<file path="config.mk">
export PLATFORM = sky130hd
export DESIGN_NAME = wdt_top
export DESIGN_NICKNAME = d
export VERILOG_FILES = /design/src/wdt_pkg.sv /design/src/wdt_ls_tick.sv /design/src/wdt_access_chk.sv /design/src/wdt_top.sv
export VERILOG_INCLUDE_DIRS = /design/src
export SDC_FILE = /design/constraint.sdc
export NUM_CORES = 1
export LEC_CHECK = 0
export BUFFER_PORTS_ARGS = -buffer_cell sky130_fd_sc_hd__buf_2
export CORE_ASPECT_RATIO = 1.5
export CORE_UTILIZATION = 48
export DETAILED_ROUTE_END_ITERATION = 16
export PLACE_DENSITY = 0.77
export SLEW_MARGIN = 25
export SYNTH_ARGS = -nofsm -noshare
export SYNTH_HDL_FRONTEND = slang
export SYNTH_SLANG_ARGS = --single-unit
</file>
<file path="constraint.sdc">
create_clock -name clock -period 3.55 [get_ports clock]
set_clock_uncertainty 0.1 [all_clocks]
set_input_delay 1.065 -clock clock [delete_from_list [all_inputs] [get_ports clock]]
set_output_delay 1.065 -clock clock [all_outputs]
set_load 0.02 [all_outputs]
</file>
<file path="src/wdt_defines.svh">
`ifndef WDT_DEFINES_SVH
`define WDT_DEFINES_SVH
`define WDT_OPT_ADDR 16'h0080
`define WDT_KEY_ADDR 16'hff99
`define WDT_KEY 8'hac
`define WDT_RST_EN 8'h9a
`define WDT_RST_DIS 8'h1a
`define WDT_WIN_HI 6
`define WDT_WIN_LO 5
`define WDT_ENA_BIT 4
`define WDT_OVF_MSB 3
`define WDT_OVF_LSB 1
`define WDT_LOCK_BIT 0
`define WDT_CNT_W 17
`define WDT_OVF_BASE 5'h0a
`define WDT_QTR_BASE 5'h08
`define WDT_FREE_LO 16'hfb00
`endif

</file>
<file path="src/wdt_pkg.sv">
package wdt_pkg;
   typedef struct packed {
      logic [15:0] addr;
      logic [7:0] wdata;
      logic wr;
      logic rd;
      logic bit_op;
   } wdt_bus_t;
   typedef struct packed {
      logic window_select_high;
      logic window_select_low;
      logic counter_enable_option;
      logic [2:0] overflow_select;
      logic lowspeed_osc_lock;
   } wdt_opt_t;
   typedef enum logic [1:0] {
      WDT_FIRST = 2'b00,
      WDT_RUN = 2'b01,
      WDT_TRIP = 2'b11
   } wdt_state_t;
   typedef enum logic [2:0] {
      CAUSE_NONE = 3'h0,
      CAUSE_OVF = 3'h1,
      CAUSE_KEY = 3'h2,
      CAUSE_BIT = 3'h3,
      CAUSE_WIN = 3'h4,
      CAUSE_FETCH = 3'h5,
      CAUSE_DATA = 3'h6
   } wdt_cause_t;
endpackage

</file>
<file path="src/wdt_ls_tick.sv">
`timescale 1ns/10ps
module wdt_ls_tick (
   input wire logic clock,
   input wire logic sys_rst,
   input wire logic ls_clk_pin,
   output logic tick
);
   logic [2:0] sh_q;
   logic [2:0] sh_d;
   logic tick_q;
   logic tick_d;
   always_comb begin
      sh_d = {sh_q[1:0], ls_clk_pin};
      // edge seen between second and third stage only
      tick_d = sh_q[1] & ~sh_q[2];
      if (sys_rst) begin
         // keep tracking the pin so a high level at release is no edge
         tick_d = 1'b0;
      end
   end
   always_ff @(posedge clock) begin
      sh_q <= sh_d;
      tick_q <= tick_d;
   end
   assign tick = tick_q;
endmodule // wdt_ls_tick

</file>
<file path="src/wdt_access_chk.sv">
`timescale 1ns/10ps
`include "wdt_defines.svh"
module wdt_access_chk (
   input wire logic clock,
   input wire logic sys_rst,
   input wire logic enable,
   input wire logic fetch_valid,
   input wire logic [15:0] fetch_addr,
   input wire logic data_valid,
   input wire logic [15:0] data_addr,
   input wire logic [15:0] code_limit,
   input wire logic [15:0] ram_base,
   output logic fetch_err,
   output logic data_err
);
   logic fetch_err_q;
   logic fetch_err_d;
   logic data_err_q;
   logic data_err_d;
   logic fetch_ok;
   logic data_ok;
   always_comb begin
      fetch_ok = (fetch_addr < code_limit) || (fetch_addr >= ram_base);
      // the top area is always legal for data, never widened for fetch
      data_ok = (data_addr < code_limit) || (data_addr >= ram_base) ||
                (data_addr >= `WDT_FREE_LO);
      fetch_err_d = enable && fetch_valid && !fetch_ok;
      data_err_d = enable && data_valid && !data_ok;
      if (sys_rst) begin
         fetch_err_d = 1'b0;
         data_err_d = 1'b0;
      end
   end
   always_ff @(posedge clock) begin
      fetch_err_q <= fetch_err_d;
      data_err_q <= data_err_d;
   end
   assign fetch_err = fetch_err_q;
   assign data_err = data_err_q;
endmodule // wdt_access_chk

</file>
<file path="src/wdt_top.sv">
// Function
// - key write clears counter and restarts counting when the write is legal
// - clear register reset value is 9AH when enabled, 1AH when disabled
// - any non-key value written to clear register requests internal reset
// - single-bit operation on clear register requests internal reset
// - illegal write while source clock stopped resets once clock resumes
// - reading clear register returns its reset value, never the key
// - enable option starts counting and access checks; otherwise both stay off
// - reaching overflow without valid key write requests internal reset
// - first write after reset clears counter regardless of window
// - later writes in closed window request reset, even a correct key
// - key write in open window clears and restarts counter
// - overflow time is 2^(10+code) low-speed periods
// - window code picks open fraction 25, 50, 75 or 100 percent
// - closed window covers interval start; open part runs to overflow
// - clear is accepted up to the last count before overflow
// - time to overflow after a key write is within two periods
// - without lock, counting freezes in halt and stop and resumes held
// - without lock, stopping the low-speed oscillator freezes the count
// - counting continues during flash self-programming and emulation
// - fetch outside configured area requests reset while checks enabled
// - data access outside area, except FB00H-FFFFH, requests reset
// - counter advances on the internal low-speed oscillation clock
// - any watchdog reset sets the watchdog reset flag
`timescale 1ns/10ps
`include "wdt_defines.svh"
module wdt_top
   import wdt_pkg::*;
(
   input wire logic clock,
   input wire logic sys_rst,
   input wire logic lowspeed_osc_clk,
   input wire logic [7:0] option_byte,
   input wdt_bus_t bus,
   output logic [7:0] rdata,
   input wire logic halt_mode,
   input wire logic stop_mode,
   input wire logic lowspeed_osc_stop,
   input wire logic fetch_valid,
   input wire logic [15:0] fetch_addr,
   input wire logic data_valid,
   input wire logic [15:0] data_addr,
   input wire logic [15:0] code_limit,
   input wire logic [15:0] ram_base,
   output logic wdt_reset_req,
   output logic watchdog_reset_flag,
   output wdt_cause_t reset_cause
);
   localparam int CW = `WDT_CNT_W;

   logic [7:0] opt_raw_q;
   logic [7:0] opt_raw_d;
   wdt_opt_t opt;
   logic ls_tick;
   logic clk_running;
   logic src_tick;
   logic count_tick;
   logic fetch_err;
   logic data_err;

   wdt_state_t state_q;
   wdt_state_t state_d;
   logic [CW-1:0] cnt_q;
   logic [CW-1:0] cnt_d;
   wdt_cause_t pend_q;
   wdt_cause_t pend_d;
   wdt_cause_t cause_q;
   wdt_cause_t cause_d;
   logic flag_q;
   logic flag_d;
   logic [7:0] rdata_q;
   logic [7:0] rdata_d;

   logic [CW-1:0] cnt_last;
   logic [CW-1:0] qtr;
   logic [CW-1:0] closed_lim;
   logic closed;
   logic key_wr;
   logic key_rd;
   logic legal_clear;
   wdt_cause_t wr_fault;
   logic [7:0] key_reset_val;

   // option byte: captured throughout reset, frozen once it is released
   always_comb begin
      opt_raw_d = opt_raw_q;
      if (sys_rst) begin
         opt_raw_d = option_byte;
      end
   end
   always_ff @(posedge clock) begin
      opt_raw_q <= opt_raw_d;
   end

   assign opt.window_select_high = opt_raw_q[`WDT_WIN_HI];
   assign opt.window_select_low = opt_raw_q[`WDT_WIN_LO];
   assign opt.counter_enable_option = opt_raw_q[`WDT_ENA_BIT];
   assign opt.overflow_select = opt_raw_q[`WDT_OVF_MSB:`WDT_OVF_LSB];
   assign opt.lowspeed_osc_lock = opt_raw_q[`WDT_LOCK_BIT];

   wdt_ls_tick u_tick (
      .clock(clock),
      .sys_rst(sys_rst),
      .ls_clk_pin(lowspeed_osc_clk),
      .tick(ls_tick)
   );

   wdt_access_chk u_acc (
      .clock(clock),
      .sys_rst(sys_rst),
      .enable(opt.counter_enable_option),
      .fetch_valid(fetch_valid),
      .fetch_addr(fetch_addr),
      .data_valid(data_valid),
      .data_addr(data_addr),
      .code_limit(code_limit),
      .ram_base(ram_base),
      .fetch_err(fetch_err),
      .data_err(data_err)
   );

   // flash self-programming has no input here on purpose: it never pauses us
   always_comb begin
      clk_running = opt.lowspeed_osc_lock ||
                    !(halt_mode || stop_mode || lowspeed_osc_stop);
      src_tick = ls_tick && clk_running;
      count_tick = src_tick && opt.counter_enable_option;
   end

   // interval geometry from the overflow and window codes
   always_comb begin
      cnt_last = CW'((18'h1 << (`WDT_OVF_BASE + 5'(opt.overflow_select))) - 18'h1);
      qtr = CW'(18'h1 << (`WDT_QTR_BASE + 5'(opt.overflow_select)));
      case ({opt.window_select_high, opt.window_select_low})
         2'b00: closed_lim = CW'(qtr + (qtr << 1));
         2'b01: closed_lim = CW'(qtr << 1);
         2'b10: closed_lim = qtr;
         2'b11: closed_lim = '0;
         default: closed_lim = '0;
      endcase
      // code 000 with 25% is left unguarded; software must avoid it
      closed = cnt_q < closed_lim;
   end

   // clear register access decode
   always_comb begin
      key_wr = bus.wr && (bus.addr == `WDT_KEY_ADDR);
      key_rd = bus.rd && (bus.addr == `WDT_KEY_ADDR);
      key_reset_val = opt.counter_enable_option ? `WDT_RST_EN : `WDT_RST_DIS;
      wr_fault = CAUSE_NONE;
      if (key_wr) begin
         if (bus.bit_op) begin
            wr_fault = CAUSE_BIT;
         end else if (bus.wdata != `WDT_KEY) begin
            wr_fault = CAUSE_KEY;
         end else if (state_q == WDT_RUN && closed) begin
            wr_fault = CAUSE_WIN;
         end
      end
      // first write ignores the window; accepted through the last count
      legal_clear = key_wr && (wr_fault == CAUSE_NONE) &&
                    (state_q != WDT_TRIP);
   end

   // main sequence: counter, deferred faults, trip
   always_comb begin
      state_d = state_q;
      cnt_d = cnt_q;
      pend_d = pend_q;
      cause_d = cause_q;
      flag_d = 1'b0;
      if (state_q != WDT_TRIP) begin
         if (legal_clear) begin
            // clearing on the bus cycle keeps the overflow error within a tick
            cnt_d = '0;
            state_d = WDT_RUN;
         end else if (count_tick) begin
            cnt_d = CW'(cnt_q + 1'b1);
         end
         // write faults wait for a live source clock edge
         if (pend_q == CAUSE_NONE && wr_fault != CAUSE_NONE) begin
            pend_d = wr_fault;
         end
         if (fetch_err || data_err) begin
            state_d = WDT_TRIP;
            cause_d = fetch_err ? CAUSE_FETCH : CAUSE_DATA;
            flag_d = 1'b1;
         end else if (src_tick && pend_q != CAUSE_NONE) begin
            state_d = WDT_TRIP;
            cause_d = pend_q;
            flag_d = 1'b1;
         end else if (count_tick && !legal_clear && cnt_q == cnt_last) begin
            state_d = WDT_TRIP;
            cause_d = CAUSE_OVF;
            flag_d = 1'b1;
         end
      end
      if (sys_rst) begin
         state_d = WDT_FIRST;
         cnt_d = '0;
         pend_d = CAUSE_NONE;
         cause_d = CAUSE_NONE;
         flag_d = 1'b0;
      end
   end
   always_ff @(posedge clock) begin
      state_q <= state_d;
      cnt_q <= cnt_d;
      pend_q <= pend_d;
      cause_q <= cause_d;
      flag_q <= flag_d;
   end

   // read port: the key never reads back
   always_comb begin
      rdata_d = rdata_q;
      if (key_rd) begin
         rdata_d = key_reset_val;
      end else if (bus.rd && bus.addr == `WDT_OPT_ADDR) begin
         rdata_d = opt_raw_q;
      end else if (bus.rd) begin
         rdata_d = 8'h00;
      end
      if (sys_rst) begin
         rdata_d = 8'h00;
      end
   end
   always_ff @(posedge clock) begin
      rdata_q <= rdata_d;
   end

   assign rdata = rdata_q;
   // request held until the reset generator asserts sys_rst
   assign wdt_reset_req = (state_q == WDT_TRIP);
   assign watchdog_reset_flag = flag_q;
   assign reset_cause = cause_q;
endmodule // wdt_top

</file>
==> results of run 1 <==
## cells in the mapped netlist, types with 8 or more instances
cell | instances | share of area [%]
a21o_1 | 17 | 3.0
a21oi_1 | 34 | 4.0
clkbuf_1 | 12 | 1.1
dfxtp_1 | 40 | 19
edfxtp_1 | 8 | 5.7
ha_1 | 83 | 25
inv_1 | 39 | 3.5
nand2_1 | 22 | 2.0
nand2b_1 | 9 | 1.3
nand3_1 | 11 | 1.3
nand4_1 | 20 | 3.0
nor2_1 | 39 | 3.5
nor2b_1 | 10 | 1.5
nor3_1 | 11 | 1.3
nor4_1 | 13 | 1.9
o21a_1 | 9 | 1.6
o21ai_0 | 17 | 2.0
or4_1 | 9 | 1.6
xor2_1 | 8 | 1.7
## cell families (layout without fill, tap and decap cells)
logic type / Yosys count / after routing / share of synthesized area [%]
buf+inv: 53 / 183 / 5.07
compound gates: 125 / 125 / 19.5
mux: 1 / 1 / 0.237
flops: 48 / 48 / 24.7
xor+xnor: 14 / 14 / 2.90
simple gates: 173 / 173 / 23.1
fa+ha+maj: 83 / 83 / 24.6
## routing by layer
metal,wire [microns],part of all wire [%]
met5,0,0
met4,393,3.5
met3,442,3.9
met2,6320,56
met1,4140,37
## power breakdown
| part | leakage (uW) | internal, uW | switching (uW) | total (uW) |
|---|---|---|---|---|
| clock | 0.0000899 | 399 | 196 | 595 |
| combinational | 0.00211 | 184 | 199 | 383 |
| sequential | 0.000402 | 568 | 16.8 | 585 |
| total | 0.00261 | 1150 | 412 | 1560 |
## per-stage QoR
stage / hold WS [ns] / area [sq um] / total power (uW) / TNS (ns) / setup slack (ns)
final: 0.226 / 5410 / 1560 / 0 / 0.158
after global routing: 0.236 / 5410 / 1640 / 0 / 0.00350
after CTS: 0.228 / 5190 / 1540 / 0 / 0.000217
after detailed placement: 0.214 / 4980 / 944 / -0.395 / -0.111
after global placement: 0.211 / 4980 / 929 / 0 / 0.128
after floorplan: 0.210 / 4230 / 801 / 0 / 0.0156
## cells in the final DEF, fill, tap and decap left out, types with 10 or more instances in the layout
cell type / n
nand4_1: 20
nor2_1: 37
dfxtp_1: 40
a21oi_1: 29
buf_4: 13
nor2b_1: 10
ha_1: 81
inv_1: 37
nor4_1: 13
nand2_1: 21
a21o_1: 17
nand3_1: 11
o21ai_0: 14
buf_2: 119
## worst paths after layout
kind | start | to | slack (ns) | depth (start not counted)
setup reg to reg | opt_raw_q[3] | cnt_q[16] | 0.16 | 16
hold reg to reg | u_tick.sh_q[0] | u_tick.sh_q[1] | 0.23 | 0
hold / removal | u_tick.sh_q[0] | u_tick.sh_q[1] | 0.23 | 0
setup / recovery | opt_raw_q[3] | cnt_q[16] | 0.16 | 16
## flip-flops by register name, summed over array words and instances, names as in the netlist
name	count
u_acc.fetch_err	1
opt_raw_q	8
u_tick.tick	1
pend_q	3
u_acc.data_err	1
u_tick.sh_q	3
rdata	8
cnt_q	17
watchdog_reset_flag	1
state_q	2
reset_cause	3
## final cells by class
type | count | area share [%]
clock buffer | 5 | 2.31
clock inverter | 2 | 1.11
timing repair buffer | 137 | 14.5
tap | 107 | 2.48
sequential | 48 | 19.2
multi-input combinational | 396 | 57.6
inverter | 39 | 2.71
## what timing repair did
item,CTS,global route
pin swaps,0,19
buffers inserted,2,3
setup endpoints to repair,7,12
cloned,0,2
resized for setup,3,34
==> results.toml, run 1 <==
[outcome]
status = "finished, final reports clean"

[global_routing]
grt_max_degree = 28
use_met3_pct = 3.18
antenna_found_initial = 0
grtUsageTotal_pct = 24.6
grt_use_met1_pct = 25.2
met2_usage_pct = 48.5
overflow = 0
grt_first_pass_wirelength_microns = 17900
grt_pass1_vias = 4132
busiest_layer = "met2"

[critical_path]
crit_path_cell_trace = "nor2_2 > and2_4 > ha_4 > nand4b_1 > o21ai_1 > a2bb2oi_1 > nor2_1 > a21oi_2 > ha_1 > nand4_1 > a21oi_2 > a211o_1 > a21oi_4 > clkbuf_16 > or4_1 > a21oi_2"
path_max_fanout = 5
cp.arrival_ns = 3.52
path_class = "register to register"
critPathTopFamily = "simple AND/OR/NAND/NOR gates"
crit_buf_inv = 1
crit_path_max_incr_delay_ns = 0.51
cp_slowest_cell = "or4_1"
cp-end-kind = "register"
critical_path.most_common_cell = "a21oi_2"
required_ns = 3.68
startpoint_type = "register"

[timing]
finalSetupViolCount = 0
rsz0062_at_grt = "false"
period_share_pct = 95.6
fin_crit_ns = 3.39
hold_viol = 0
maxSlewHeadroom_pct = 63.0
worstMarginPinSlew_ns = 0.555
slew_violations = 0
clock.fmax_ghz = 0.295

[final_layout]
regArea_sq_mm = 0.00104
diodes = 0
layout-drive-gt1-share_pct = 28.2
nets = 817
area_growth_pct = 28.1
multi_input_area_sq_mm = 0.00312
post-route-util_pct = 63.9
stdcell_count = 734
fill_cells = 712

[yosys]
synth_top_flop_cell = "dfxtp_1"
synth_cell_types = 58
synth_warnings = 0
synth_seq_cells = 48
syn_area_sq_mm = 0.00422
syn_nets = 687
synth_edf_count = 8
yosysSeqAreaShare_pct = 24.7
async_flop_share_pct = 0
synth_area_per_cell_sq_um = 8.50
syn_inst = 497

[clocking]
cts_buffers = 5
ctsHtreeMaxLevel = 2
cts_root_buf = "clkbuf_16"
clkTransAtPathRegs_ns = 0.06
cts_max_path_buffers = 2
cts.sinks = 48
ctsHoldBuffers = 0
cts_tree = "yes"
clock_latency_ns = 0.29

[routing]
avgRoutedWirePerCell_microns = 15.4
dr.pass1.iters = 5
via_per_inst = 5.81
ant_nets = 0
drc_errors = 0
num_vias = 4261
drt_wl_total_microns = 11300
drtIter0Drc = 206

[power]
p_leak_uw = 0.00261
power_density_mw_per_mm2 = 289
irDropWorstVdd_mv = 0.267

[job]
maxCapViolations = 0

[placed_design]
gp_congestion = 0.861
io_buffer_count = 119
placed_cells = 720
hpwlAfterDp_microns = 9290

[die]
placementRows = 41
die_h_microns = 117
die_w_microns = 78.6
core_area_sq_mm = 0.00846
dieArea_sq_mm = 0.00918
io_pins = 120
initial_core_util_pct = 49.9

[worst_hold_path]
hold_class = "register to register"
(Power assumes the default switching activity.)
==> run 2, diff against run 1 <==
- PLACE_DENSITY: 0.77 -> 0.81
==> run 2 against run 1 <==
  * The flow now finishes with violations (setup timing)
  * Sequential power is essentially flat
  * First-iteration DRC count is 68% higher
  * Design area shrank 1.9%
  * Clock-buffer cell count up 3
  * Global-route usage up 1.7 points
  * Maximum frequency fell by 5.6%
  * Critical path depth fell by 1
  * Largest cell class unchanged
  * Largest power group is now sequential cells
  * Highest routed layer unchanged
==> results.toml, run 2 (synthesized netlist as in run 1, its figures left out) <==
[global_routing]
use_met3_pct = 2.33
overflow = 0
busiest_layer = "met2"
grt_first_pass_wirelength_microns = 19100
grtUsageTotal_pct = 26.2
grt_pass1_vias = 4301
antenna_found_initial = 0
grt_use_met1_pct = 26.4
met2_usage_pct = 52.6
grt_max_degree = 21

[routing]
drc_errors = 0
dr.pass1.iters = 4
drt_wl_total_microns = 12100
avgRoutedWirePerCell_microns = 16.5
ant_nets = 0
via_per_inst = 5.90
num_vias = 4326
drtIter0Drc = 346

[die]
placementRows = 41
io_pins = 120
die_w_microns = 78.6
dieArea_sq_mm = 0.00918
die_h_microns = 117
initial_core_util_pct = 49.9
core_area_sq_mm = 0.00846

[critical_path]
worstReg2RegEnd = "cnt_q[11]"
path_max_fanout = 5
reg2regPathDepth = 15
path_class = "register to register"
startpoint_type = "register"
rrSetupSlack_ns = -0.04
cp.arrival_ns = 3.73
cp-end-kind = "register"
r2r_start = "opt_raw_q[3]"
required_ns = 3.69

[timing]
maxSlewHeadroom_pct = 60.7
period_share_pct = 101
hold_viol = 0
slew_violations = 0
fin_crit_ns = 3.59
clock.fmax_ghz = 0.278
setup_ws_ns = -0.0436
finalSetupViolCount = 8
worstMarginPinSlew_ns = 0.584

[worst_hold_path]
whs_endpoint = "u_tick.sh_q[1]"
whs_path_depth = 0
hold_class = "register to register"
worstHoldStart = "u_tick.sh_q[0]"

[clocking]
cts.sinks = 48
clkTransAtPathRegs_ns = 0.07
cts_tree = "yes"
ctsHtreeMaxLevel = 2
cts_max_path_buffers = 2
cts_root_buf = "clkbuf_16"
ctsHoldBuffers = 0
cts_buffers = 5
clock_latency_ns = 0.30

[final_layout]
diodes = 0
post-route-util_pct = 62.7
area_growth_pct = 25.7
nets = 815
largest_register = "cnt_q"
layout-drive-gt1-share_pct = 27.0
fill_cells = 700
stdcell_count = 733
layout_common_cells = "buf_2 (119), ha_1 (81), dfxtp_1 (40), inv_1 (38), nor2_1 (37)"
largest_register_ffs = 17
final_common_cell = "buf_2"

[outcome]
status = "finished with violations"
failed_checks = "setup timing"

[power]
power_density_mw_per_mm2 = 287
irDropWorstVdd_mv = 0.206
p_leak_uw = 0.00255

[placed_design]
hpwlAfterDp_microns = 9350
placed_cells = 720
gp_congestion = 0.933
io_buffer_count = 119
dp_slack_ns = 0.0418

[job]
maxCapViolations = 0
-- run 2: cell types whose count changed in the layout (fill, tap and decap cells not counted), moves of 2 or more --
cell	previous run	this run
buf_4	13	15
buf_6	2	0
o21ai_0	14	16
a21oi_1	29	31
bufinv_16	2	0
-- run 2: power by group --
part           total [uW]  leakage [uW]  internal, uW  switching (uW)
combinational         383       0.00206           180             203
sequential            584      0.000402           568            16.1
clock                 557     0.0000874           347             210
total                1520       0.00255          1090             429
-- run 2: area by class of cell --
class / instances / area (sq um) / share of cell area (%)
well taps: 107 / 134 / 2.52
multi-input cells: 396 / 3080 / 58.0
clock buffers: 8 / 179 / 3.37
repair buffers: 135 / 728 / 13.7
flip-flops and latches: 48 / 1040 / 19.6
inverters: 39 / 146 / 2.76
-- run 2: timing repair --
item	CTS	global route
endpoints found under the setup margin	4	22
buffers inserted	1	4
gates cloned	0	0
resized for setup	1	23
pin swaps	0	11
-- run 2: worst max-delay path: stages (launching register included) --
cell	delay [ns]
edfxtp_1	0.47
buf_4	0.17
inv_2	0.05
buf_4	0.15
nor3_4	0.23
a2111oi_4	0.07
a31oi_1	0.16
nor2_1	0.08
a221oi_2	0.23
ha_1	0.32
a211oi_2	0.34
o21ai_2	0.13
a211oi_2	0.30
o21ai_2	0.13
or4_1	0.52
nand2_1	0.09
-- run 2: worst max-delay path by stage --
stage | startpoint | to | slack, ns | cells after the start
after CTS | opt_raw_q[2] | cnt_q[11] | 0.04 | 15
after global placement | opt_raw_q[3] | cnt_q[16] | 0.17 | 16
after floorplan | opt_raw_q[2] | cnt_q[13] | 0.02 | 16
final | opt_raw_q[3] | cnt_q[11] | -0.04 | 15
after global routing | opt_raw_q[2] | cnt_q[14] | -0.22 | 16
after detailed placement | opt_raw_q[3] | cnt_q[14] | 0.04 | 16
-- run 2: layer usage --
layer,share of wire [%],up-vias
li1,-,2109
met1,37,2012
met2,55,162
met3,3.8,43
met4,4.1,0
met5,0,-
-- run 2: stage by stage --
stage | hold WS, ns | TNS, ns | total power [uW] | instance area (sq um)
detailed placement | 0.216 | 0 | 943 | 4980
CTS | 0.235 | 0 | 1490 | 5170
floorplan | 0.210 | 0 | 801 | 4230
finish | 0.232 | -0.173 | 1520 | 5310
global placement | 0.213 | 0 | 925 | 4980
global route | 0.236 | -2.06 | 1590 | 5310
